[config.mk]
export PLATFORM = sky130hd
export DESIGN_NAME = cioc_ctrl
export DESIGN_NICKNAME = d
export VERILOG_FILES = /design/src/hdl/cioc_pkg.sv /design/src/hdl/cioc_ctrl.sv
export SDC_FILE = /design/constraint.sdc
export NUM_CORES = 1
export LEC_CHECK = 0
export ABC_CLOCK_PERIOD_IN_PS = 8500
export BUFFER_PORTS_ARGS = -buffer_cell sky130_fd_sc_hd__buf_2
export CAP_MARGIN = 20
export CORE_ASPECT_RATIO = 1.1
export CORE_MARGIN = 2
export CORE_UTILIZATION = 38
export DETAILED_ROUTE_END_ITERATION = 10
export PLACE_DENSITY = 0.64
export SLEW_MARGIN = 40
export SYNTH_ARGS = -nofsm -noshare
export SYNTH_HDL_FRONTEND = slang
export SYNTH_SLANG_ARGS = --single-unit
[constraint.sdc]
create_clock -name pclk -period 8.5 [get_ports pclk]
set_input_delay 1.7 -clock pclk [delete_from_list [all_inputs] [get_ports pclk]]
set_output_delay 1.7 -clock pclk [all_outputs]
set_load 0.03 [all_outputs]
[src/hdl/cioc_pkg.sv]
// Package: constants and types for the configurable I/O converter control
`default_nettype none
package cioc_pkg;
   // -----------------------------------------------------------------
   // Serial command frame
   // -----------------------------------------------------------------
   typedef struct packed {
      logic is_dac;
      logic [3:0] addr;
      logic [10:0] body;
   } cioc_cmd_t;

   typedef struct packed {
      logic [3:0] tag;
      logic [11:0] code;
   } cioc_result_t;

   localparam logic [4:0] FRAME_BITS = 5'h10;

   // Control register address codes
   localparam logic [3:0] REG_NOP = 4'h0;
   localparam logic [3:0] REG_SEQ = 4'h2;
   localparam logic [3:0] REG_GPCTRL = 4'h3;
   localparam logic [3:0] REG_ADC_CFG = 4'h4;
   localparam logic [3:0] REG_DAC_CFG = 4'h5;
   localparam logic [3:0] REG_PULLDOWN = 4'h6;
   localparam logic [3:0] REG_DEFERRED_DAC_UPDATE = 4'h7;
   localparam logic [3:0] REG_GPIO_WCFG = 4'h8;
   localparam logic [3:0] REG_GPIO_DATA = 4'h9;
   localparam logic [3:0] REG_GPIO_RCFG = 4'ha;
   localparam logic [3:0] REG_PWR_REF = 4'hb;
   localparam logic [3:0] REG_OPEN_DRAIN = 4'hc;
   localparam logic [3:0] REG_SW_RESET = 4'hf;

   // Defaults and keys
   localparam logic [10:0] PULLDOWN_DEF = 11'h0ff;
   localparam logic [10:0] SW_RESET_KEY = 11'h5ac;

   // Field positions inside the 11-bit register body
   localparam int SEQ_TEMP_BIT = 8;
   localparam int RANGE_BIT = 5;
   localparam int ADC_BUF_BIT = 8;
   localparam int BUSY_PIN_BIT = 8;
   localparam int READBACK_BIT = 10;
   localparam int REF_EN_BIT = 9;
   localparam int DEFERRED_DAC_UPDATE_DEFER_BIT = 0;
   localparam int DEFERRED_DAC_UPDATE_LOAD_BIT = 1;
   localparam int BUSY_PIN = 7;
   localparam logic [3:0] TEMP_TAG = 4'h8;

   // -----------------------------------------------------------------
   // Timing
   // -----------------------------------------------------------------
   localparam int CLK_PERIOD_NS = 25;
   localparam int CONV_NS = 2000;
   localparam int TEMP_BUF_NS = 5000;
   localparam int TEMP_UNBUF_NS = 20000;
   localparam int RESET_NS = 250000;
   localparam logic [9:0] CONV_CYC = 10'(CONV_NS / CLK_PERIOD_NS);
   localparam logic [9:0] TEMP_BUF_CYC = 10'(TEMP_BUF_NS / CLK_PERIOD_NS);
   localparam logic [9:0] TEMP_UNBUF_CYC =
      10'(TEMP_UNBUF_NS / CLK_PERIOD_NS);
   localparam int RESET_CYC_DEF = RESET_NS / CLK_PERIOD_NS;

   // -----------------------------------------------------------------
   // APB map
   // -----------------------------------------------------------------
   localparam logic [7:0] APB_STATUS = 8'h00;
   localparam logic [7:0] APB_ADC_SAMPLE = 8'h04;
   localparam logic [7:0] APB_LAST_CMD = 8'h08;
   localparam logic [2:0] APB_DAC_PAGE = 3'h1;

   typedef enum logic [1:0] {
      SEQ_IDLE = 2'b00,
      SEQ_TRACK = 2'b01,
      SEQ_CONV = 2'b10
   } cioc_seq_t;
endpackage
`default_nettype wire

[src/hdl/cioc_ctrl.sv]
// Control logic of the eight-pin configurable converter device
//
// The register addresses and the APB slave port are this design's own decisions.
`default_nettype none
module cioc_ctrl
   import cioc_pkg::*;
#(
   parameter int RESET_CYCLES = RESET_CYC_DEF
) (
   input wire logic pclk,
   input wire logic presetn,
   input wire logic psel,
   input wire logic penable,
   input wire logic pwrite,
   input wire logic [7:0] paddr,
   input wire logic [31:0] pwdata,
   output logic [31:0] prdata,
   output logic pready,
   output logic pslverr,
   input wire logic sclk,
   input wire logic sync_n,
   input wire logic serial_in,
   output logic serial_out,
   input wire logic [7:0] channel_pins_in,
   output logic [7:0] channel_pins_out,
   output logic [7:0] channel_pins_oe_n,
   output logic [7:0] pulldown_en,
   output logic [7:0] dac_powerdown,
   output logic ref_en,
   output logic adc_range_x2
);
   // -----------------------------------------------------------------
   // Synchronisers and edge detection
   // -----------------------------------------------------------------
   logic sclk_s1, sclk_s2, sclk_s3;
   logic sync_s1, sync_s2, sync_s3;
   logic sin_s1, sin_s2;
   logic [7:0] pin_s1, pin_s2;
   logic sclk_fall, sync_fall, sync_rise;

   // Two flops before use; third flop only remembers the last level
   always_ff @(posedge pclk or negedge presetn) begin
      if (!presetn) begin
         sclk_s1 <= 1'b0;
         sclk_s2 <= 1'b0;
         sclk_s3 <= 1'b0;
         sync_s1 <= 1'b1;
         sync_s2 <= 1'b1;
         sync_s3 <= 1'b1;
         sin_s1 <= 1'b0;
         sin_s2 <= 1'b0;
         pin_s1 <= 8'h00;
         pin_s2 <= 8'h00;
      end else begin
         sclk_s1 <= sclk;
         sclk_s2 <= sclk_s1;
         sclk_s3 <= sclk_s2;
         sync_s1 <= sync_n;
         sync_s2 <= sync_s1;
         sync_s3 <= sync_s2;
         sin_s1 <= serial_in;
         sin_s2 <= sin_s1;
         pin_s1 <= channel_pins_in;
         pin_s2 <= pin_s1;
      end
   end

   assign sclk_fall = sclk_s3 & ~sclk_s2;
   assign sync_fall = sync_s3 & ~sync_s2;
   assign sync_rise = ~sync_s3 & sync_s2;

   // -----------------------------------------------------------------
   // Serial frame capture and shift-out
   // -----------------------------------------------------------------
   logic [15:0] rx_r, tx_r, tx_load;
   logic [4:0] bit_cnt_r;
   logic serial_out_r;
   logic exec, soft_rst, rst_busy;
   cioc_cmd_t cmd;
   logic gpio_rb_r, res_valid_r;
   cioc_result_t res_r;

   assign cmd = cioc_cmd_t'(rx_r);
   // Frame executes only after a full sixteen bits, never mid-reset
   assign exec = sync_rise && bit_cnt_r == FRAME_BITS && !rst_busy;
   assign soft_rst = exec && !cmd.is_dac && cmd.addr == REG_SW_RESET
      && cmd.body == SW_RESET_KEY;

   // Readback takes priority over a pending conversion result
   always_comb begin
      tx_load = 16'h0000;
      if (gpio_rb_r) begin
         tx_load = {8'h00, pin_s2};
      end else if (res_valid_r) begin
         tx_load = res_r;
      end
   end

   // Capture on serial clock fall, shift out after the same edge
   always_ff @(posedge pclk or negedge presetn) begin
      if (!presetn) begin
         rx_r <= 16'h0000;
         tx_r <= 16'h0000;
         bit_cnt_r <= 5'h00;
         serial_out_r <= 1'b0;
      end else if (sync_fall) begin
         bit_cnt_r <= 5'h00;
         tx_r <= tx_load;
         serial_out_r <= tx_load[15];
      end else if (sclk_fall && !sync_s2) begin
         rx_r <= {rx_r[14:0], sin_s2};
         tx_r <= {tx_r[14:0], 1'b0};
         serial_out_r <= tx_r[14];
         if (bit_cnt_r != FRAME_BITS) begin
            bit_cnt_r <= bit_cnt_r + 5'h01;
         end
      end
   end

   // -----------------------------------------------------------------
   // Reset processing time
   // -----------------------------------------------------------------
   logic [15:0] rst_cnt_r;

   // Frames are ignored until the reset work has run out
   always_ff @(posedge pclk or negedge presetn) begin
      if (!presetn) begin
         rst_cnt_r <= 16'(RESET_CYCLES);
      end else if (soft_rst) begin
         rst_cnt_r <= 16'(RESET_CYCLES);
      end else if (rst_cnt_r != 16'h0000) begin
         rst_cnt_r <= rst_cnt_r - 16'h0001;
      end
   end
   assign rst_busy = rst_cnt_r != 16'h0000;

   // -----------------------------------------------------------------
   // Control register file
   // -----------------------------------------------------------------
   logic [10:0] ctl_r [0:15];
   logic [7:0] dac_cfg, gpio_wcfg, gpio_rcfg, gpio_data, od_cfg;
   logic [8:0] seq_sel;
   logic deferred_dac_update_defer;

   // One store for the whole map; fields are taken by name below
   always_ff @(posedge pclk or negedge presetn) begin
      if (!presetn) begin
         for (int i = 0; i < 16; i++) begin
            ctl_r[i] <= (4'(i) == REG_PULLDOWN) ? PULLDOWN_DEF : 11'h000;
         end
      end else if (soft_rst) begin
         for (int i = 0; i < 16; i++) begin
            ctl_r[i] <= (4'(i) == REG_PULLDOWN) ? PULLDOWN_DEF : 11'h000;
         end
      end else if (exec && !cmd.is_dac && cmd.addr != REG_NOP) begin
         ctl_r[cmd.addr] <= cmd.body;
      end
   end

   assign dac_cfg = ctl_r[REG_DAC_CFG][7:0];
   assign gpio_wcfg = ctl_r[REG_GPIO_WCFG][7:0];
   assign gpio_rcfg = ctl_r[REG_GPIO_RCFG][7:0];
   assign gpio_data = ctl_r[REG_GPIO_DATA][7:0];
   assign od_cfg = ctl_r[REG_OPEN_DRAIN][7:0];
   assign seq_sel = ctl_r[REG_SEQ][8:0];
   assign deferred_dac_update_defer = ctl_r[REG_DEFERRED_DAC_UPDATE][DEFERRED_DAC_UPDATE_DEFER_BIT];

   // -----------------------------------------------------------------
   // DAC input and output registers
   // -----------------------------------------------------------------
   logic [11:0] dac_in_r [0:7];
   logic [11:0] dac_out_r [0:7];
   logic dac_wr, deferred_dac_update_load;
   logic [2:0] dac_ch;

   // Channel sits in the three bits just below the top bit
   assign dac_ch = rx_r[14:12];
   assign dac_wr = exec && cmd.is_dac && dac_cfg[dac_ch];
   assign deferred_dac_update_load = exec && !cmd.is_dac && cmd.addr == REG_DEFERRED_DAC_UPDATE
      && cmd.body[DEFERRED_DAC_UPDATE_LOAD_BIT];

   // Deferred mode parks data in the input stage until a load
   always_ff @(posedge pclk or negedge presetn) begin
      if (!presetn) begin
         for (int i = 0; i < 8; i++) begin
            dac_in_r[i] <= 12'h000;
            dac_out_r[i] <= 12'h000;
         end
      end else if (soft_rst) begin
         for (int i = 0; i < 8; i++) begin
            dac_in_r[i] <= 12'h000;
            dac_out_r[i] <= 12'h000;
         end
      end else if (dac_wr) begin
         dac_in_r[dac_ch] <= rx_r[11:0];
         if (!deferred_dac_update_defer) begin
            dac_out_r[dac_ch] <= rx_r[11:0];
         end
      end else if (deferred_dac_update_load) begin
         for (int i = 0; i < 8; i++) begin
            dac_out_r[i] <= dac_in_r[i];
         end
      end
   end

   // -----------------------------------------------------------------
   // ADC sequencer
   // -----------------------------------------------------------------
   cioc_seq_t seq_st_r;
   logic [3:0] ptr_r, conv_ch_r;
   logic [9:0] conv_cnt_r;
   logic [11:0] adc_sample_r;
   logic busy_r;
   logic seq_wr;

   // Next selected entry after cur, wrapping; entry 8 is temperature
   function automatic logic [3:0] next_sel(input logic [8:0] sel,
                                           input logic [3:0] cur);
      logic [3:0] found;
      logic [3:0] idx;
      found = cur;
      for (int k = 9; k >= 1; k--) begin
         idx = 4'((32'(cur) + k) % 9);
         if (sel[idx]) begin
            found = idx;
         end
      end
      return found;
   endfunction

   assign seq_wr = exec && !cmd.is_dac && cmd.addr == REG_SEQ;

   // Sync fall starts a conversion; host spacing keeps them apart
   always_ff @(posedge pclk or negedge presetn) begin
      if (!presetn) begin
         seq_st_r <= SEQ_IDLE;
         ptr_r <= 4'h0;
         conv_ch_r <= 4'h0;
         conv_cnt_r <= 10'h000;
         busy_r <= 1'b1;
         res_valid_r <= 1'b0;
         res_r <= '0;
      end else if (soft_rst) begin
         seq_st_r <= SEQ_IDLE;
         ptr_r <= 4'h0;
         conv_ch_r <= 4'h0;
         conv_cnt_r <= 10'h000;
         busy_r <= 1'b1;
         res_valid_r <= 1'b0;
      end else begin
         if (sync_fall) begin
            res_valid_r <= 1'b0;
         end
         if (seq_wr) begin
            ptr_r <= next_sel(cmd.body[8:0], 4'h8);
            seq_st_r <= (cmd.body[8:0] != 9'h000) ? SEQ_TRACK : SEQ_IDLE;
         end else if (sync_fall && seq_st_r != SEQ_IDLE
                      && seq_sel != 9'h000) begin
            // Selection is not gated by the pin role: DAC pins convert too
            conv_ch_r <= ptr_r;
            ptr_r <= next_sel(seq_sel, ptr_r);
            seq_st_r <= SEQ_CONV;
            busy_r <= 1'b0;
            if (ptr_r == TEMP_TAG) begin
               conv_cnt_r <= ctl_r[REG_GPCTRL][ADC_BUF_BIT] ?
                  TEMP_BUF_CYC : TEMP_UNBUF_CYC;
            end else begin
               conv_cnt_r <= CONV_CYC;
            end
         end else if (seq_st_r == SEQ_CONV) begin
            if (conv_cnt_r == 10'h001) begin
               seq_st_r <= SEQ_TRACK;
               busy_r <= 1'b1;
               res_valid_r <= 1'b1; // set after clear, so it wins
               res_r.tag <= conv_ch_r;
               res_r.code <= adc_sample_r;
            end
            conv_cnt_r <= conv_cnt_r - 10'h001;
         end
      end
   end

   // -----------------------------------------------------------------
   // GPIO readback request
   // -----------------------------------------------------------------
   // Armed by the read-configuration write, spent by the next frame
   always_ff @(posedge pclk or negedge presetn) begin
      if (!presetn) begin
         gpio_rb_r <= 1'b0;
      end else if (soft_rst) begin
         gpio_rb_r <= 1'b0;
      end else if (exec && !cmd.is_dac && cmd.addr == REG_GPIO_RCFG) begin
         gpio_rb_r <= cmd.body[READBACK_BIT];
      end else if (sync_fall) begin
         gpio_rb_r <= 1'b0;
      end
   end

   // -----------------------------------------------------------------
   // Pin drive, one slice per channel pin
   // -----------------------------------------------------------------
   logic [7:0] pin_out_r, pin_oe_n_r;
   logic busy_pin_mode;

   assign busy_pin_mode = ctl_r[REG_GPIO_WCFG][BUSY_PIN_BIT];

   for (genvar g = 0; g < 8; g++) begin : g_pin
      logic drive, level;
      always_comb begin
         drive = gpio_wcfg[g] & ~dac_cfg[g];
         level = gpio_data[g];
         if (g == BUSY_PIN && busy_pin_mode) begin
            drive = 1'b1;
            level = busy_r;
         end
      end
      // Open drain only pulls low; it floats for a one
      always_ff @(posedge pclk or negedge presetn) begin
         if (!presetn) begin
            pin_out_r[g] <= 1'b0;
            pin_oe_n_r[g] <= 1'b1;
         end else begin
            pin_out_r[g] <= level;
            pin_oe_n_r[g] <= ~(drive & (~od_cfg[g] | ~level));
         end
      end
   end

   // -----------------------------------------------------------------
   // Analog-side control outputs
   // -----------------------------------------------------------------
   logic [7:0] pulldown_r, dac_pd_r;
   logic ref_en_r, range_r;

   // Registered copies so every output leaves a flop
   always_ff @(posedge pclk or negedge presetn) begin
      if (!presetn) begin
         pulldown_r <= 8'hff;
         dac_pd_r <= 8'h00;
         ref_en_r <= 1'b0;
         range_r <= 1'b0;
      end else begin
         pulldown_r <= ctl_r[REG_PULLDOWN][7:0] & ~(dac_cfg | gpio_wcfg);
         dac_pd_r <= ctl_r[REG_PWR_REF][7:0];
         ref_en_r <= ctl_r[REG_PWR_REF][REF_EN_BIT];
         range_r <= ctl_r[REG_GPCTRL][RANGE_BIT];
      end
   end

   // -----------------------------------------------------------------
   // APB slave: one wait state, error on unmapped addresses
   // -----------------------------------------------------------------
   logic [31:0] prdata_r, rd_mux;
   logic pready_r, pslverr_r, mapped;
   logic [15:0] last_cmd_r;

   always_comb begin
      rd_mux = 32'h0000_0000;
      mapped = 1'b1;
      if (paddr[7:5] == APB_DAC_PAGE && paddr[1:0] == 2'b00) begin
         rd_mux = {20'h0_0000, dac_out_r[paddr[4:2]]};
      end else if (paddr == APB_STATUS) begin
         rd_mux = {23'h00_0000, rst_busy, res_valid_r, ~busy_r,
                   seq_st_r, conv_ch_r};
      end else if (paddr == APB_ADC_SAMPLE) begin
         rd_mux = {20'h0_0000, adc_sample_r};
      end else if (paddr == APB_LAST_CMD) begin
         rd_mux = {16'h0000, last_cmd_r};
      end else begin
         mapped = 1'b0;
      end
   end

   // Answer on the second access cycle; write lands with pready
   always_ff @(posedge pclk or negedge presetn) begin
      if (!presetn) begin
         pready_r <= 1'b0;
         pslverr_r <= 1'b0;
         prdata_r <= 32'h0000_0000;
         adc_sample_r <= 12'h000;
      end else if (psel && penable && !pready_r) begin
         pready_r <= 1'b1;
         pslverr_r <= ~mapped;
         prdata_r <= pwrite ? 32'h0000_0000 : rd_mux;
      end else begin
         pready_r <= 1'b0;
         pslverr_r <= 1'b0;
         // Write commits on the edge where the master sees pready
         if (psel && penable && pwrite && paddr == APB_ADC_SAMPLE) begin
            adc_sample_r <= pwdata[11:0];
         end
      end
   end

   // Last executed frame, for software inspection
   always_ff @(posedge pclk or negedge presetn) begin
      if (!presetn) begin
         last_cmd_r <= 16'h0000;
      end else if (exec) begin
         last_cmd_r <= rx_r;
      end
   end

   assign prdata = prdata_r;
   assign pready = pready_r;
   assign pslverr = pslverr_r;
   assign serial_out = serial_out_r;
   assign channel_pins_out = pin_out_r;
   assign channel_pins_oe_n = pin_oe_n_r;
   assign pulldown_en = pulldown_r;
   assign dac_powerdown = dac_pd_r;
   assign ref_en = ref_en_r;
   assign adc_range_x2 = range_r;
endmodule
`default_nettype wire

# Yosys cells after proc, flatten, opt, wreduce, memory -nomap -nowiden
# Cells that the tools add are included.
# word_totals
register_bits,580
in_bits,56
output_inout_bits,69
# classes
addsub,12
n_div,9
order_cmp,15
eq_ne,15
n_mux,111
bitwise,75
n_reduce_logical,57
# op_table
operator,count
$mux W96,6
$mux W176,2
$mod A32 B4 Y32 const B,9
$bwmux W96,2
$bwmux W176,1
$mux W16,8
$mux W4,23
$mux W10,6
$lt A4 B5 Y1 const B,9
$demux W11 S4,1
$not A1 Y1,42
$bmux W1 S4,9
$bmux W12 S3,1
$demux W12 S3,1
$mux W12,3
$mux W1,35
$mux W32,1
$mux W15,2
$logic_and A1 B1 Y1,22
$add A4 B3 Y5 const B,4
$and A1 B1 Y1,19
$reduce_bool A9 Y1,2
$reduce_and A2 Y1,8
$reduce_bool A16 Y1,1
43 further kinds,77

# Depth between registers and ports, before layout
# Gate-level depths: netlist (run 1).
# depth
word_depth,16
mapped_depth,28
depth_no_buf,22

# Least setup slack after synthesis (run 1)
# No wires, ideal clock.
# synth_path
path_kind,register to register
startpoint,register ptr_r[0]
endpoint,register ptr_r[3]
t_arrival_ps,6446
required_time_ps,8372
path_slack_ps,1926
stages_incl_launch_ff,28
path_buffers,6
synth_period_minus_slack_ps,6574
cell_sequence,dfrtp_1 > buf_2 > buf_2 > inv_1 > clkbuf_1 > clkbuf_1 > clkbuf_1 > ha_1 > buf_2 > clkinv_1 > ha_1 > nor3b_2 > nand2_1 > mux2_2 > and2_1 > inv_1 > ha_1 > and3b_1 > o21ai_0 > o311ai_0 > and3_1 > or3_1 > nand2_1 > a2bb2oi_2 > o2111ai_1 > or4_4 > and2_4 > mux2i_1
# synth_between
elab_chain_cells,15
word_cells_on_any_way,50
classes_between,9 x add/sub; 9 x div; 30 x mux; 2 x reduce/logical
# synth_lines
element,line,text
start: declaration,cioc_ctrl.sv:210,"logic [3:0] ptr_r, conv_ch_r;"
start signal: assignment,cioc_ctrl.sv:255,"ptr_r <= next_sel(cmd.body[8:0], 4'h8);"
start signal: assignment,cioc_ctrl.sv:261,"ptr_r <= next_sel(seq_sel, ptr_r);"
$add A4 B4 Y5,cioc_ctrl.sv:223,idx = 4'((32'(cur) + k) % 9);
$mod A32 B4 Y32,cioc_ctrl.sv:223,
$bmux W1 S4,cioc_ctrl.sv:224,if (sel[idx]) begin
$mux W1 (implied by the code),cioc_ctrl.sv:224,
$mux W4 (8 in series),cioc_ctrl.sv:224,
$mux W4,cioc_ctrl.sv:257,end else if (sync_fall && seq_st_r != SEQ_IDLE
$mux W4,cioc_ctrl.sv:254,if (seq_wr) begin
$mux W4,cioc_ctrl.sv:243,end else if (soft_rst) begin
# Several ways; a longest one is shown, not always the timed one. The select of a mux whose other input is x is not followed.
# A chain may end at the register's enable or synchronous reset.

# Worst setup path in the final report (run 1)
# layout_path
startpoint,register ptr_r[0]
endpoint,register ptr_r[1]
# The elaborated chain is that of the path after synthesis.

==> flow_summary.json, run 1 <==
{
  "run_status": "finished, final reports clean",
  "setup_tns_ns": 0,
  "number_of_register_bits_inferred_by_synthesis": 450,
  "portBuffers": 88,
  "globalRoute.totalOverflow": 0,
  "floorplan.die_area_um2": 66310,
  "synth_area_um2": 24420,
  "regToRegSetupSlack_ns": 1.88,
  "yosysTopAreaCellShare_pct": 42.73,
  "worstSkewPairLatency_ns": 0.59,
  "synth-async-reset-ratio_pct": 100.0,
  "finalSetupViolations": 0,
  "pin_count": 125,
  "ctsLongestPathBuffers": 3,
  "worstSetupStartpointType": "flop",
  "timing_hold_violations_final": 0,
  "worst_setup_hold_path_clk_slew_ns": 0.06,
  "hold_class": "reg2reg",
  "core-area_um2": 63600,
  "vdd.ir_drop.worst_mv": 0.1424,
  "cap_viol_max_count": 0,
  "synth.largest_area_cell": "sky130_fd_sc_hd__dfrtp_1",
  "drc": 0,
  "remaining_antenna_violation_count": 0,
  "synth_warnings": 0,
  "internal-power_w": 0.003422,
  "slew-limit-headroom_pct": 40.63,
  "synth-edff-count": 0,
  "vias": 19370,
  "netlist_top_cells_area": "sky130_fd_sc_hd__dfrtp_1 (43%), sky130_fd_sc_hd__a22o_1 (5.5%), sky130_fd_sc_hd__mux2_2 (4.2%)",
  "htree_depth": 2,
  "utilization_pct": 42.86,
  "critical_path.endpoint_type": "flop",
  "clock_power_share_pct": 45.9,
  "global_route.usage.total_pct": 20.79,
  "final.fill_count": 5967,
  "most_common_cell_after_layout_fill_and_taps_aside": "sky130_fd_sc_hd__dfrtp_1",
  "antenna_violations_before_repair": 1,
  "power_switching_w": 0.001070,
  "timing.clock.skew_ns": 0.02021,
  "floorplan.rows": 97,
  "data_arrival_at_the_endpoint_of_the_critical_path_ns": 7.11,
  "grt_pass1_vias": 19300,
  "mean_cell_area_of_the_mapped_netlist_um2": 10.27,
  "numClockSinks": 450,
  "synth_sequential_area_ratio_pct": 46.28,
  "grt_setup_unrepaired": "no",
  "final-max-slew-violation-count": 0,
  "powerDensity_nw_per_um2": 164.8,
  "fmax_mhz": 151.0,
  "cts.root.buffer_cell": "sky130_fd_sc_hd__clkbuf_16",
  "total_leakage_power_nw": 11.83,
  "largest_net_degree_at_the_start_of_global_routing": 164,
  "place.detailed.hpwl_um": 46580,
  "cts_tree": "built",
  "routed_wirelength_um": 69420,
  "sequential_cell_area_um2": 11310,
  "seq_power_share_pct": 48.7,
  "multi_input_area_um2": 12170,
  "first_iter_violations": 1546,
  "synthCells": 2377,
  "synth_cell_type_count": 121,
  "areaGrowthSynthToFinish_pct": 11.61,
  "post_route_cells_drive_above_1_share_pct": 18.86,
  "required_ns": 8.98,
  "finalCritPeriodShare_pct": 77.91,
  "worstSetupPathType": "reg2reg",
  "worstMarginPinSlew_ns": 0.8846,
  "cts_resized": 0,
  "antenna_cells_inserted": 0,
  "initial_utilization_pct": 38.40,
  "cts-buffers-inserted": 47,
  "cts_hold_repair.buffers": 0,
  "detail_route.vias_per_cell": 5.924,
  "switching_share_pct": 23.82,
  "gp_congestion": 0.9432,
  "die_w_um": 245.7,
  "post_cts.repair.setup_buffers": 0,
  "yosys_most_used_dff": "sky130_fd_sc_hd__dfrtp_1",
  "finalCriticalPeriod_ns": 6.623,
  "global_route_wire_length_before_repair_um": 110600,
  "fp.dieH_um": 269.9,
  "wl_per_cell_um": 21.23,
  "worstPathMaxFanout": 41,
  "firstDrtPassIters": 6,
  "nets": 2508,
  "layout_common_cells": "sky130_fd_sc_hd__dfrtp_1 (413), sky130_fd_sc_hd__nand2_1 (253), sky130_fd_sc_hd__o21ai_0 (176)",
  "comb_power_share_pct": 5.4
}
## per-layer routing
layer	part of all wire (%)	up-vias	wire length (um)	global-route usage, %
met5	0	-	0	0
met4	3.2	0	2227	6.762
met3	5.2	139	3624	2.474
met2	49	657	33860	34.92
met1	43	9726	29700	27.85
li1	-	8848	-	-
## worst paths after layout
| path | from | endpoint | cells after the start |
|---|---|---|---|
| max | ptr_r[0]$_DFFE_PN0P_ | ptr_r[1]$_DFFE_PN0P_ | 23 |
| min | pin_s1[5]$_DFF_PN0_ | pin_s2[5]$_DFF_PN0_ | 0 |
| max reg2reg | ptr_r[0]$_DFFE_PN0P_ | ptr_r[1]$_DFFE_PN0P_ | 23 |
| min reg2reg | pin_s1[5]$_DFF_PN0_ | pin_s2[5]$_DFF_PN0_ | 0 |
| max in group asynchronous | presetn | rst_cnt_r[13]$_DFFE_PN1P_ | 4 |
| min in group asynchronous | presetn | dac_in_r[7]$_DFFE_PN0P_ | 1 |
## cell usage after synthesis, drive strengths merged (8+ instances only)
cell type / instances
nor2: 125
nor3: 44
inv: 57
o22ai: 20
and3: 14
xor2: 17
o211ai: 15
clkbuf: 124
nand2: 253
a22oi: 108
ha: 59
a21boi: 8
nand3b: 13
o21ai: 191
nor4: 15
or4: 10
buf: 69
a211oi: 18
a21oi: 71
xnor2: 33
a22o: 153
nand3: 50
a221oi: 12
mux2i: 37
nor3b: 18
a21o: 9
nand4: 14
mux2: 92
nor2b: 25
or3: 14
mux4: 33
nand2b: 19
and2: 19
a31oi: 18
dfrtp: 417
or2: 8
dfstp: 33
## through the flow
stage                     instance area, um2  setup WS, ns  hold slack, ns  instances  power, W
after floorplan                        24480         1.926          0.3312       2392  0.002352
after global placement                 25530         2.212          0.3377       3178  0.002460
after detailed placement               25630         2.072          0.3347       3182  0.002467
after CTS                              27180         2.039          0.3517       3267  0.004538
after global routing                   27260         1.527          0.3522       3270  0.004664
final                                  27260         1.877          0.3508       3270  0.004492
## cell families (layout without fill, tap and decap cells)
| logic type | count (synthesis) | after routing | synth area share (%) |
|---|---|---|---|
| buf+inv | 251 | 288 | 4.432 |
| compound gates | 734 | 734 | 21.85 |
| simple gates | 670 | 670 | 13.67 |
| other cells | 1 | 16 | 0.01535 |
| fa+ha+maj | 59 | 59 | 3.023 |
| flops | 450 | 450 | 46.28 |
| mux | 162 | 162 | 8.802 |
| xor+xnor | 50 | 50 | 1.931 |
## area by class of cell
cell class | count | area share [%]
Timing Repair Buffer | 145 | 3.498
Multi-Input combinational cell | 1691 | 44.65
Clock inverter | 19 | 0.7987
Clock buffer | 66 | 4.907
Sequential cell | 450 | 41.48
Inverter | 58 | 0.7987
Tap cell | 841 | 3.860
## critical path: stages (launching register included)
cell and delay [ns]:
sky130_fd_sc_hd__dfrtp_2 0.51, sky130_fd_sc_hd__inv_1 0.11, sky130_fd_sc_hd__buf_4 0.47, sky130_fd_sc_hd__ha_1 0.59, sky130_fd_sc_hd__xnor2_4 0.21, sky130_fd_sc_hd__inv_2 0.15
sky130_fd_sc_hd__ha_1 0.26, sky130_fd_sc_hd__nor3b_2 0.28, sky130_fd_sc_hd__nand2_1 0.08, sky130_fd_sc_hd__mux2_2 0.27, sky130_fd_sc_hd__and2_1 0.17, sky130_fd_sc_hd__inv_1 0.13
sky130_fd_sc_hd__ha_1 0.19, sky130_fd_sc_hd__and3b_1 0.17, sky130_fd_sc_hd__o21ai_0 0.15, sky130_fd_sc_hd__o311ai_0 0.24, sky130_fd_sc_hd__and3_1 0.31, sky130_fd_sc_hd__or3_1 0.38
sky130_fd_sc_hd__a32oi_1 0.39, sky130_fd_sc_hd__a2bb2oi_2 0.20, sky130_fd_sc_hd__and3b_1 0.21, sky130_fd_sc_hd__a2111oi_0 0.65, sky130_fd_sc_hd__nand2_1 0.15, sky130_fd_sc_hd__a31oi_1 0.22
## state kept, by name, summed over array words and instances, names as in the netlist, 12 cells and up
signal / cells
dac_in_r: 96
ctl_r: 61
res_r: 16
last_cmd_r: 16
rst_cnt_r: 16
prdata: 16
cmd: 16
tx_r: 15
dac_out_r: 96
adc_sample_r: 12
## power by group through the flow
stage | Combinational [W] | Sequential (W) | Clock, W
floorplan | 0.000131 | 0.00222 | 0
global placement | 0.000234 | 0.00223 | 0
detailed placement | 0.000241 | 0.00223 | 0
CTS | 0.000241 | 0.00219 | 0.00211
global route | 0.000266 | 0.00219 | 0.00221
finish | 0.000244 | 0.00219 | 0.00206
Note: power is estimated with default switching activity, not from simulation.
==> run 2, diff against run 1 <==
--- a/config.mk
+++ b/config.mk
@@ -5,7 +5,8 @@
 export SDC_FILE = /design/constraint.sdc
 export NUM_CORES = 1
 export LEC_CHECK = 0
-export ABC_CLOCK_PERIOD_IN_PS = 8500
+export ABC_AREA = 1
+export ABC_CLOCK_PERIOD_IN_PS = 6900
 export BUFFER_PORTS_ARGS = -buffer_cell sky130_fd_sc_hd__buf_2
 export CAP_MARGIN = 20
 export CORE_ASPECT_RATIO = 1.1
==> constraint.sdc (replaced) <==
create_clock -name pclk -period 6.9 [get_ports pclk]
set_input_delay 1.38 -clock pclk [delete_from_list [all_inputs] [get_ports pclk]]
set_output_delay 1.38 -clock pclk [all_outputs]
set_load 0.03 [all_outputs]
==> flow_summary.json, run 2 <==
{
  "run_status": "finished, final reports clean",
  "powerDensity_nw_per_um2": 213.0,
  "post_cts.repair.setup_buffers": 0,
  "timing_hold_violations_final": 0,
  "setup_slack_ns": 1.832,
  "cap_viol_max_count": 0,
  "timing.clock.skew_ns": 0.02273,
  "fmax_mhz": 197.3,
  "sequential_cell_area_um2": 11300,
  "areaGrowthSynthToFinish_pct": 12.26,
  "number_of_register_bits_inferred_by_synthesis": 450,
  "data_arrival_at_the_endpoint_of_the_critical_path_ns": 5.55,
  "fp.dieH_um": 263.3,
  "total_leakage_power_nw": 12.04,
  "cts-buffers-inserted": 46,
  "synth.largest_area_cell": "sky130_fd_sc_hd__dfrtp_1",
  "synth_common_cells": "sky130_fd_sc_hd__nand2_1 (611), sky130_fd_sc_hd__dfrtp_1 (417), sky130_fd_sc_hd__o21ai_0 (264)",
  "drc": 0,
  "synth_area_um2": 23220,
  "floorplan.rows": 95,
  "required_ns": 7.38,
  "synth.area.mux_share_pct": 1.034,
  "setup_tns_ns": 0,
  "mean_cell_area_of_the_mapped_netlist_um2": 8.338,
  "globalRoute.totalOverflow": 0,
  "firstDrtPassIters": 5,
  "hold_class": "reg2reg",
  "routed_wirelength_um": 63910,
  "synth_top_family_by_area": "simple AND/OR/NAND/NOR gates",
  "grt_setup_unrepaired": "no",
  "synth-async-reset-ratio_pct": 100.0,
  "cp_slowest_stage_delay_ns": 0.85,
  "worstSetupPathType": "reg2reg",
  "post_route_cells_drive_above_1_share_pct": 12.81,
  "most_common_cell_after_layout_fill_and_taps_aside": "sky130_fd_sc_hd__nand2_1",
  "vdd.ir_drop.worst_mv": 0.1505,
  "first_iter_violations": 1725,
  "yosys.cell_count.top_type": "sky130_fd_sc_hd__nand2_1",
  "setup_slack_at_placement_ns": 1.889,
  "critical-path-slowest-cell": "sky130_fd_sc_hd__dfrtp_1",
  "worst_setup_hold_path_clk_slew_ns": 0.06,
  "htree_depth": 2,
  "finalCriticalPeriod_ns": 5.068,
  "synth-edff-count": 0,
  "cts_resized": 0,
  "remaining_antenna_violation_count": 0,
  "synth-xor-area-share_pct": 1.681,
  "synth_compound_area_share_pct": 17.57,
  "finalCritPeriodShare_pct": 73.45,
  "detail_route.vias_per_cell": 5.198,
  "worstSkewPairLatency_ns": 0.58,
  "grt_pass1_vias": 18441,
  "biggestRegsByFlops": "dac_in_r x96, dac_out_r x96, ctl_r x61",
  "cts.root.buffer_cell": "sky130_fd_sc_hd__clkbuf_16",
  "die_w_um": 239.7,
  "gp_congestion": 0.9031,
  "crit_top_cell": "sky130_fd_sc_hd__nand2_1",
  "final.fill_count": 6038,
  "synthCells": 2785,
  "synthSimpleGateAreaFrac_pct": 20.75,
  "finalSetupViolations": 0,
  "critical_path.endpoint_type": "flop",
  "numClockSinks": 450,
  "synthAdderAreaFrac_pct": 3.179,
  "core-area_um2": 60740,
  "synth_cell_type_count": 70,
  "synth_warnings": 0,
  "antenna_violations_before_repair": 2,
  "ctsLongestPathBuffers": 3,
  "yosys_most_used_dff": "sky130_fd_sc_hd__dfrtp_1",
  "synth_sequential_area_ratio_pct": 48.67,
  "yosysTopAreaCellShare_pct": 44.94,
  "netlist_top_cells_area": "sky130_fd_sc_hd__dfrtp_1 (45%), sky130_fd_sc_hd__nand2_1 (9.9%), sky130_fd_sc_hd__o21ai_0 (5.7%)",
  "wl_per_cell_um": 17.35,
  "final-max-slew-violation-count": 0,
  "place.detailed.hpwl_um": 43560,
  "worstMarginPinSlew_ns": 0.8406,
  "cts_tree": "built",
  "nets": 2942,
  "multi_input_area_um2": 10390,
  "layout_common_cells": "sky130_fd_sc_hd__nand2_1 (605), sky130_fd_sc_hd__dfrtp_1 (417), sky130_fd_sc_hd__o21ai_0 (264)",
  "worstPathMaxFanout": 13,
  "initial_utilization_pct": 38.23,
  "pin_count": 125,
  "portBuffers": 88,
  "slew-limit-headroom_pct": 43.90,
  "worstSetupStartpointType": "flop",
  "floorplan.die_area_um2": 63110,
  "cts_hold_repair.buffers": 0,
  "vias": 19143,
  "largest_net_degree_at_the_start_of_global_routing": 121,
  "global_route.usage.total_pct": 20.39,
  "global_route_wire_length_before_repair_um": 102400
}
-- run 2: cell types whose count changed in the layout (fill, tap and decap cells not counted), sizes merged, moves of 25 or more --
| cell | delta |
|---|---|
| nand3 | +105 |
| xnor2 | -25 |
| inv | +212 |
| nor2 | +104 |
| nor2b | -25 |
| o21ai | +125 |
| a21oi | +90 |
| mux4 | -33 |
| a22oi | -86 |
| a22o | -153 |
| mux2 | -92 |
| nand2 | +391 |
| buf | -26 |
-- run 2: logic make-up (layout without fill, tap and decap cells) --
family / Yosys count / after routing
mux: 24 / 24
fa+ha+maj: 59 / 59
other cells: 1 / 17
xor+xnor: 39 / 39
simple gates: 1118 / 1118
compound gates: 678 / 678
buf+inv: 416 / 474
flops: 450 / 450
-- run 2: through the flow --
stage | power (W) | area (um2) | hold WS (ns) | instances | util [%]
floorplan | 0.002873 | 23280 | 0.3312 | 2800 | -
global placement | 0.003011 | 24400 | 0.3333 | 3600 | 40.16
detailed placement | 0.003017 | 24470 | 0.3347 | 3601 | 40.28
CTS | 0.005606 | 26020 | 0.3481 | 3680 | 42.83
global route | 0.005730 | 26070 | 0.3525 | 3682 | 42.92
finish | 0.005552 | 26070 | 0.3470 | 3683 | 42.92
-- run 2: final timing paths --
path	slack (ns)	cells after the start	endpoint	startpoint
worst max-delay path	1.83	39	ptr_r[3]$_DFFE_PN0P_	ptr_r[2]$_DFFE_PN0P_
worst min register to register	0.35	0	pin_s2[3]$_DFF_PN0_	pin_s1[3]$_DFF_PN0_
min in group asynchronous	0.65	1	dac_in_r[91]$_DFFE_PN0P_	presetn
worst min-delay path	0.35	0	pin_s2[3]$_DFF_PN0_	pin_s1[3]$_DFF_PN0_
max in group asynchronous	4.89	3	dac_in_r[9]$_DFFE_PN0P_	presetn
worst max register to register	1.83	39	ptr_r[3]$_DFFE_PN0P_	ptr_r[2]$_DFFE_PN0P_
-- run 2: cell type report --
| class | instances | share of cell area, % |
|---|---|---|
| flip-flops and latches | 450 | 43.35 |
| diodes | 1 | 0.009599 |
| repair buffers | 119 | 2.899 |
| multi-input cells | 1934 | 39.84 |
| clock inverters | 18 | 0.9311 |
| clock buffers | 61 | 5.015 |
| inverters | 276 | 3.993 |
| well taps | 824 | 3.955 |
-- run 2: metal layers --
layer  routed length (um)  share of wire (%)  track usage (%)  up-vias
met5                   24              0.038                0        -
met2                31320                 49            34.72      397
li1                     -                  -                -     9367
met4                 2261                3.5            7.432        4
met3                 2513                3.9            2.590      112
met1                27800                 43            26.48     9263
-- run 2: report_power, final --
group | internal [W] | total (W) | switching (W)
Sequential | 0.00267 | 0.00270 | 0.0000334
Clock | 0.00152 | 0.00258 | 0.00107
Combinational | 0.0000505 | 0.000263 | 0.000212
Total | 0.00424 | 0.00555 | 0.00131
-- run 2: worst max-delay path: cells and delay by family (launching register included) --
kind | cells | cell delay, ns
compound gates | 1 | 0.39
fa+ha+maj | 3 | 0.78
buf+inv | 6 | 0.73
flops | 1 | 0.85
simple gates | 29 | 2.19
==> run 3, diff against run 2 <==
--- a/config.mk
+++ b/config.mk
@@ -6,14 +6,14 @@
 export NUM_CORES = 1
 export LEC_CHECK = 0
 export ABC_AREA = 1
-export ABC_CLOCK_PERIOD_IN_PS = 6900
+export ABC_CLOCK_PERIOD_IN_PS = 4450
 export BUFFER_PORTS_ARGS = -buffer_cell sky130_fd_sc_hd__buf_2
 export CAP_MARGIN = 20
 export CORE_ASPECT_RATIO = 1.1
 export CORE_MARGIN = 2
 export CORE_UTILIZATION = 38
 export DETAILED_ROUTE_END_ITERATION = 10
-export PLACE_DENSITY = 0.64
+export PLACE_DENSITY = 0.66
 export SLEW_MARGIN = 40
 export SYNTH_ARGS = -nofsm -noshare
 export SYNTH_HDL_FRONTEND = slang
==> constraint.sdc (replaced) <==
create_clock -name pclk -period 4.45 [get_ports pclk]
set_input_delay 0.89 -clock pclk [delete_from_list [all_inputs] [get_ports pclk]]
set_output_delay 0.89 -clock pclk [all_outputs]
set_load 0.03 [all_outputs]
==> flow_summary.json, run 3 (synthesis results as in run 2) <==
{
  "final-max-slew-violation-count": 0,
  "total_leakage_power_nw": 12.29,
  "placedCellCount": 3641,
  "fmax_mhz": 241.9,
  "routed_wirelength_um": 64330,
  "timing_hold_violations_final": 0,
  "setup_slack_ns": 0.3166,
  "run_status": "finished, final reports clean",
  "post_route_cells_drive_above_1_share_pct": 15.23,
  "floorplan.die_area_um2": 63110,
  "timing.clock.skew_ns": 0.02695,
  "groute.layer.met2.usage_pct": 34.86,
  "die_w_um": 239.7,
  "numClockSinks": 450,
  "hold_class": "in2async",
  "core-area_um2": 60740,
  "grt_pass1_vias": 18354,
  "global_route.usage.total_pct": 20.36,
  "vias": 19374,
  "worstMarginPinSlew_ns": 0.8595,
  "firstDrtPassIters": 5,
  "worst_setup_hold_path_clk_slew_ns": 0.06,
  "powerDensity_nw_per_um2": 322.1,
  "crit_top_cell": "sky130_fd_sc_hd__nand2_1",
  "largest_net_degree_at_the_start_of_global_routing": 68,
  "antenna_cells_inserted": 0,
  "initial_utilization_pct": 38.23,
  "sequential_cell_area_um2": 11300,
  "floorplan.rows": 95,
  "worstSetupStartpointType": "flop",
  "required_ns": 4.95,
  "cts-buffers-inserted": 46,
  "multi_input_area_um2": 10520,
  "cts.root.buffer_cell": "sky130_fd_sc_hd__clkbuf_16",
  "cap_viol_max_count": 0,
  "setup_slack_at_placement_ns": 0.1323,
  "antenna_violations_before_repair": 1,
  "drc": 0,
  "layoutNonFillerInstCount": 3733,
  "global_route_wire_length_before_repair_um": 102600,
  "finalSetupViolations": 0,
  "final.fill_count": 6011,
  "biggestRegsByFlops": "dac_in_r x96, dac_out_r x96, ctl_r x61",
  "nets": 2992,
  "worstPathMaxFanout": 11,
  "worstSetupPathType": "reg2reg",
  "p_total_w": 0.008572,
  "critical-path-slowest-cell": "sky130_fd_sc_hd__dfrtp_1",
  "wl_per_cell_um": 17.23,
  "grt_setup_unrepaired": "yes",
  "cp_slowest_stage_delay_ns": 0.41,
  "worstSkewPairLatency_ns": 0.61,
  "gr-max-usage-layer": "met2",
  "ctsLongestPathBuffers": 3,
  "pin_count": 125,
  "use_met1_pct": 26.73,
  "globalRoute.totalOverflow": 0,
  "vdd.ir_drop.worst_mv": 0.2877,
  "most_common_cell_after_layout_fill_and_taps_aside": "sky130_fd_sc_hd__nand2_1",
  "areaGrowthSynthToFinish_pct": 14.60,
  "htree_depth": 2,
  "data_arrival_at_the_endpoint_of_the_critical_path_ns": 4.63,
  "slew-limit-headroom_pct": 42.63,
  "gr-usage-met3_pct": 2.265,
  "finalCritPeriodShare_pct": 92.89,
  "first_iter_violations": 1581,
  "remaining_antenna_violation_count": 0,
  "layout_common_cells": "sky130_fd_sc_hd__nand2_1 (597), sky130_fd_sc_hd__dfrtp_1 (416), sky130_fd_sc_hd__o21ai_0 (263)",
  "detail_route.vias_per_cell": 5.190,
  "gp_congestion": 0.9225,
  "critical_path.endpoint_type": "flop",
  "fp.dieH_um": 263.3,
  "portBuffers": 88,
  "place.detailed.hpwl_um": 44540,
  "finalCriticalPeriod_ns": 4.133,
  "cts_tree": "built"
}
-- run 3: metrics by stage --
stage	hold slack (ns)	utilization, %	TNS [ns]	area (um2)
2_1_floorplan	0.3312	-	0	23280
3_3_place_gp	0.3348	40.74	0	24740
3_5_place_dp	0.3364	40.85	0	24820
4_1_cts	0.06534	43.37	0	26350
5_1_grt	0.07254	43.81	-0.05662	26610
6_report	0.08611	43.81	0	26610
-- run 3: worst max-delay path, delay by kind of cell, from the launching register on --
family,cells,cell delay [ns]
buf+inv,3,0.38
simple gates,20,1.94
compound gates,3,0.35
xor+xnor,2,0.46
fa+ha+maj,2,0.45
flops,1,0.41
-- run 3: repair_timing --
item                                    in CTS  in global routing
buffers inserted                             0                 11
hold buffers                                 0                  0
gates resized for setup                      0                 36
endpoints found under the setup margin       0                  4
-- run 3: final cells by class --
| class | count | area share, % |
|---|---|---|
| inverter | 276 | 3.931 |
| sequential | 450 | 42.47 |
| clock inverter | 24 | 1.095 |
| tap | 824 | 3.874 |
| multi-input combinational | 1934 | 39.55 |
| timing repair buffer | 169 | 4.424 |
| clock buffer | 56 | 4.655 |
-- run 3: layer usage --
metal,up-vias,part of all wire (%),routed length [um]
li1,9477,-,-
met1,9336,43,27500
met2,460,50,32060
met3,99,4.4,2804
met4,2,3.0,1958
met5,-,0.025,16
-- run 3: power by group --
group          total, W  switching (W)  internal (W)
Combinational  0.000431       0.000338     0.0000923
Clock           0.00395        0.00171       0.00224
Sequential      0.00419      0.0000509       0.00414
-- run 3: final timing paths --
check / start / end / slack, ns / depth (start not counted)
setup / recovery: ptr_r[1]$_DFFE_PN0P_ / ptr_r[1]$_DFFE_PN0P_ / 0.32 / 30
hold / removal: presetn / dac_out_r[90]$_DFFE_PN0P_ / 0.09 / 1
setup reg to reg: ptr_r[1]$_DFFE_PN0P_ / ptr_r[1]$_DFFE_PN0P_ / 0.32 / 30
hold reg to reg: sclk_s1$_DFF_PN0_ / sclk_s2$_DFF_PN0_ / 0.35 / 0
max in group asynchronous: presetn / channel_pins_oe_n[7]$_DFF_PN1_ / 3.04 / 4
min in group pclk: sclk_s1$_DFF_PN0_ / sclk_s2$_DFF_PN0_ / 0.35 / 0
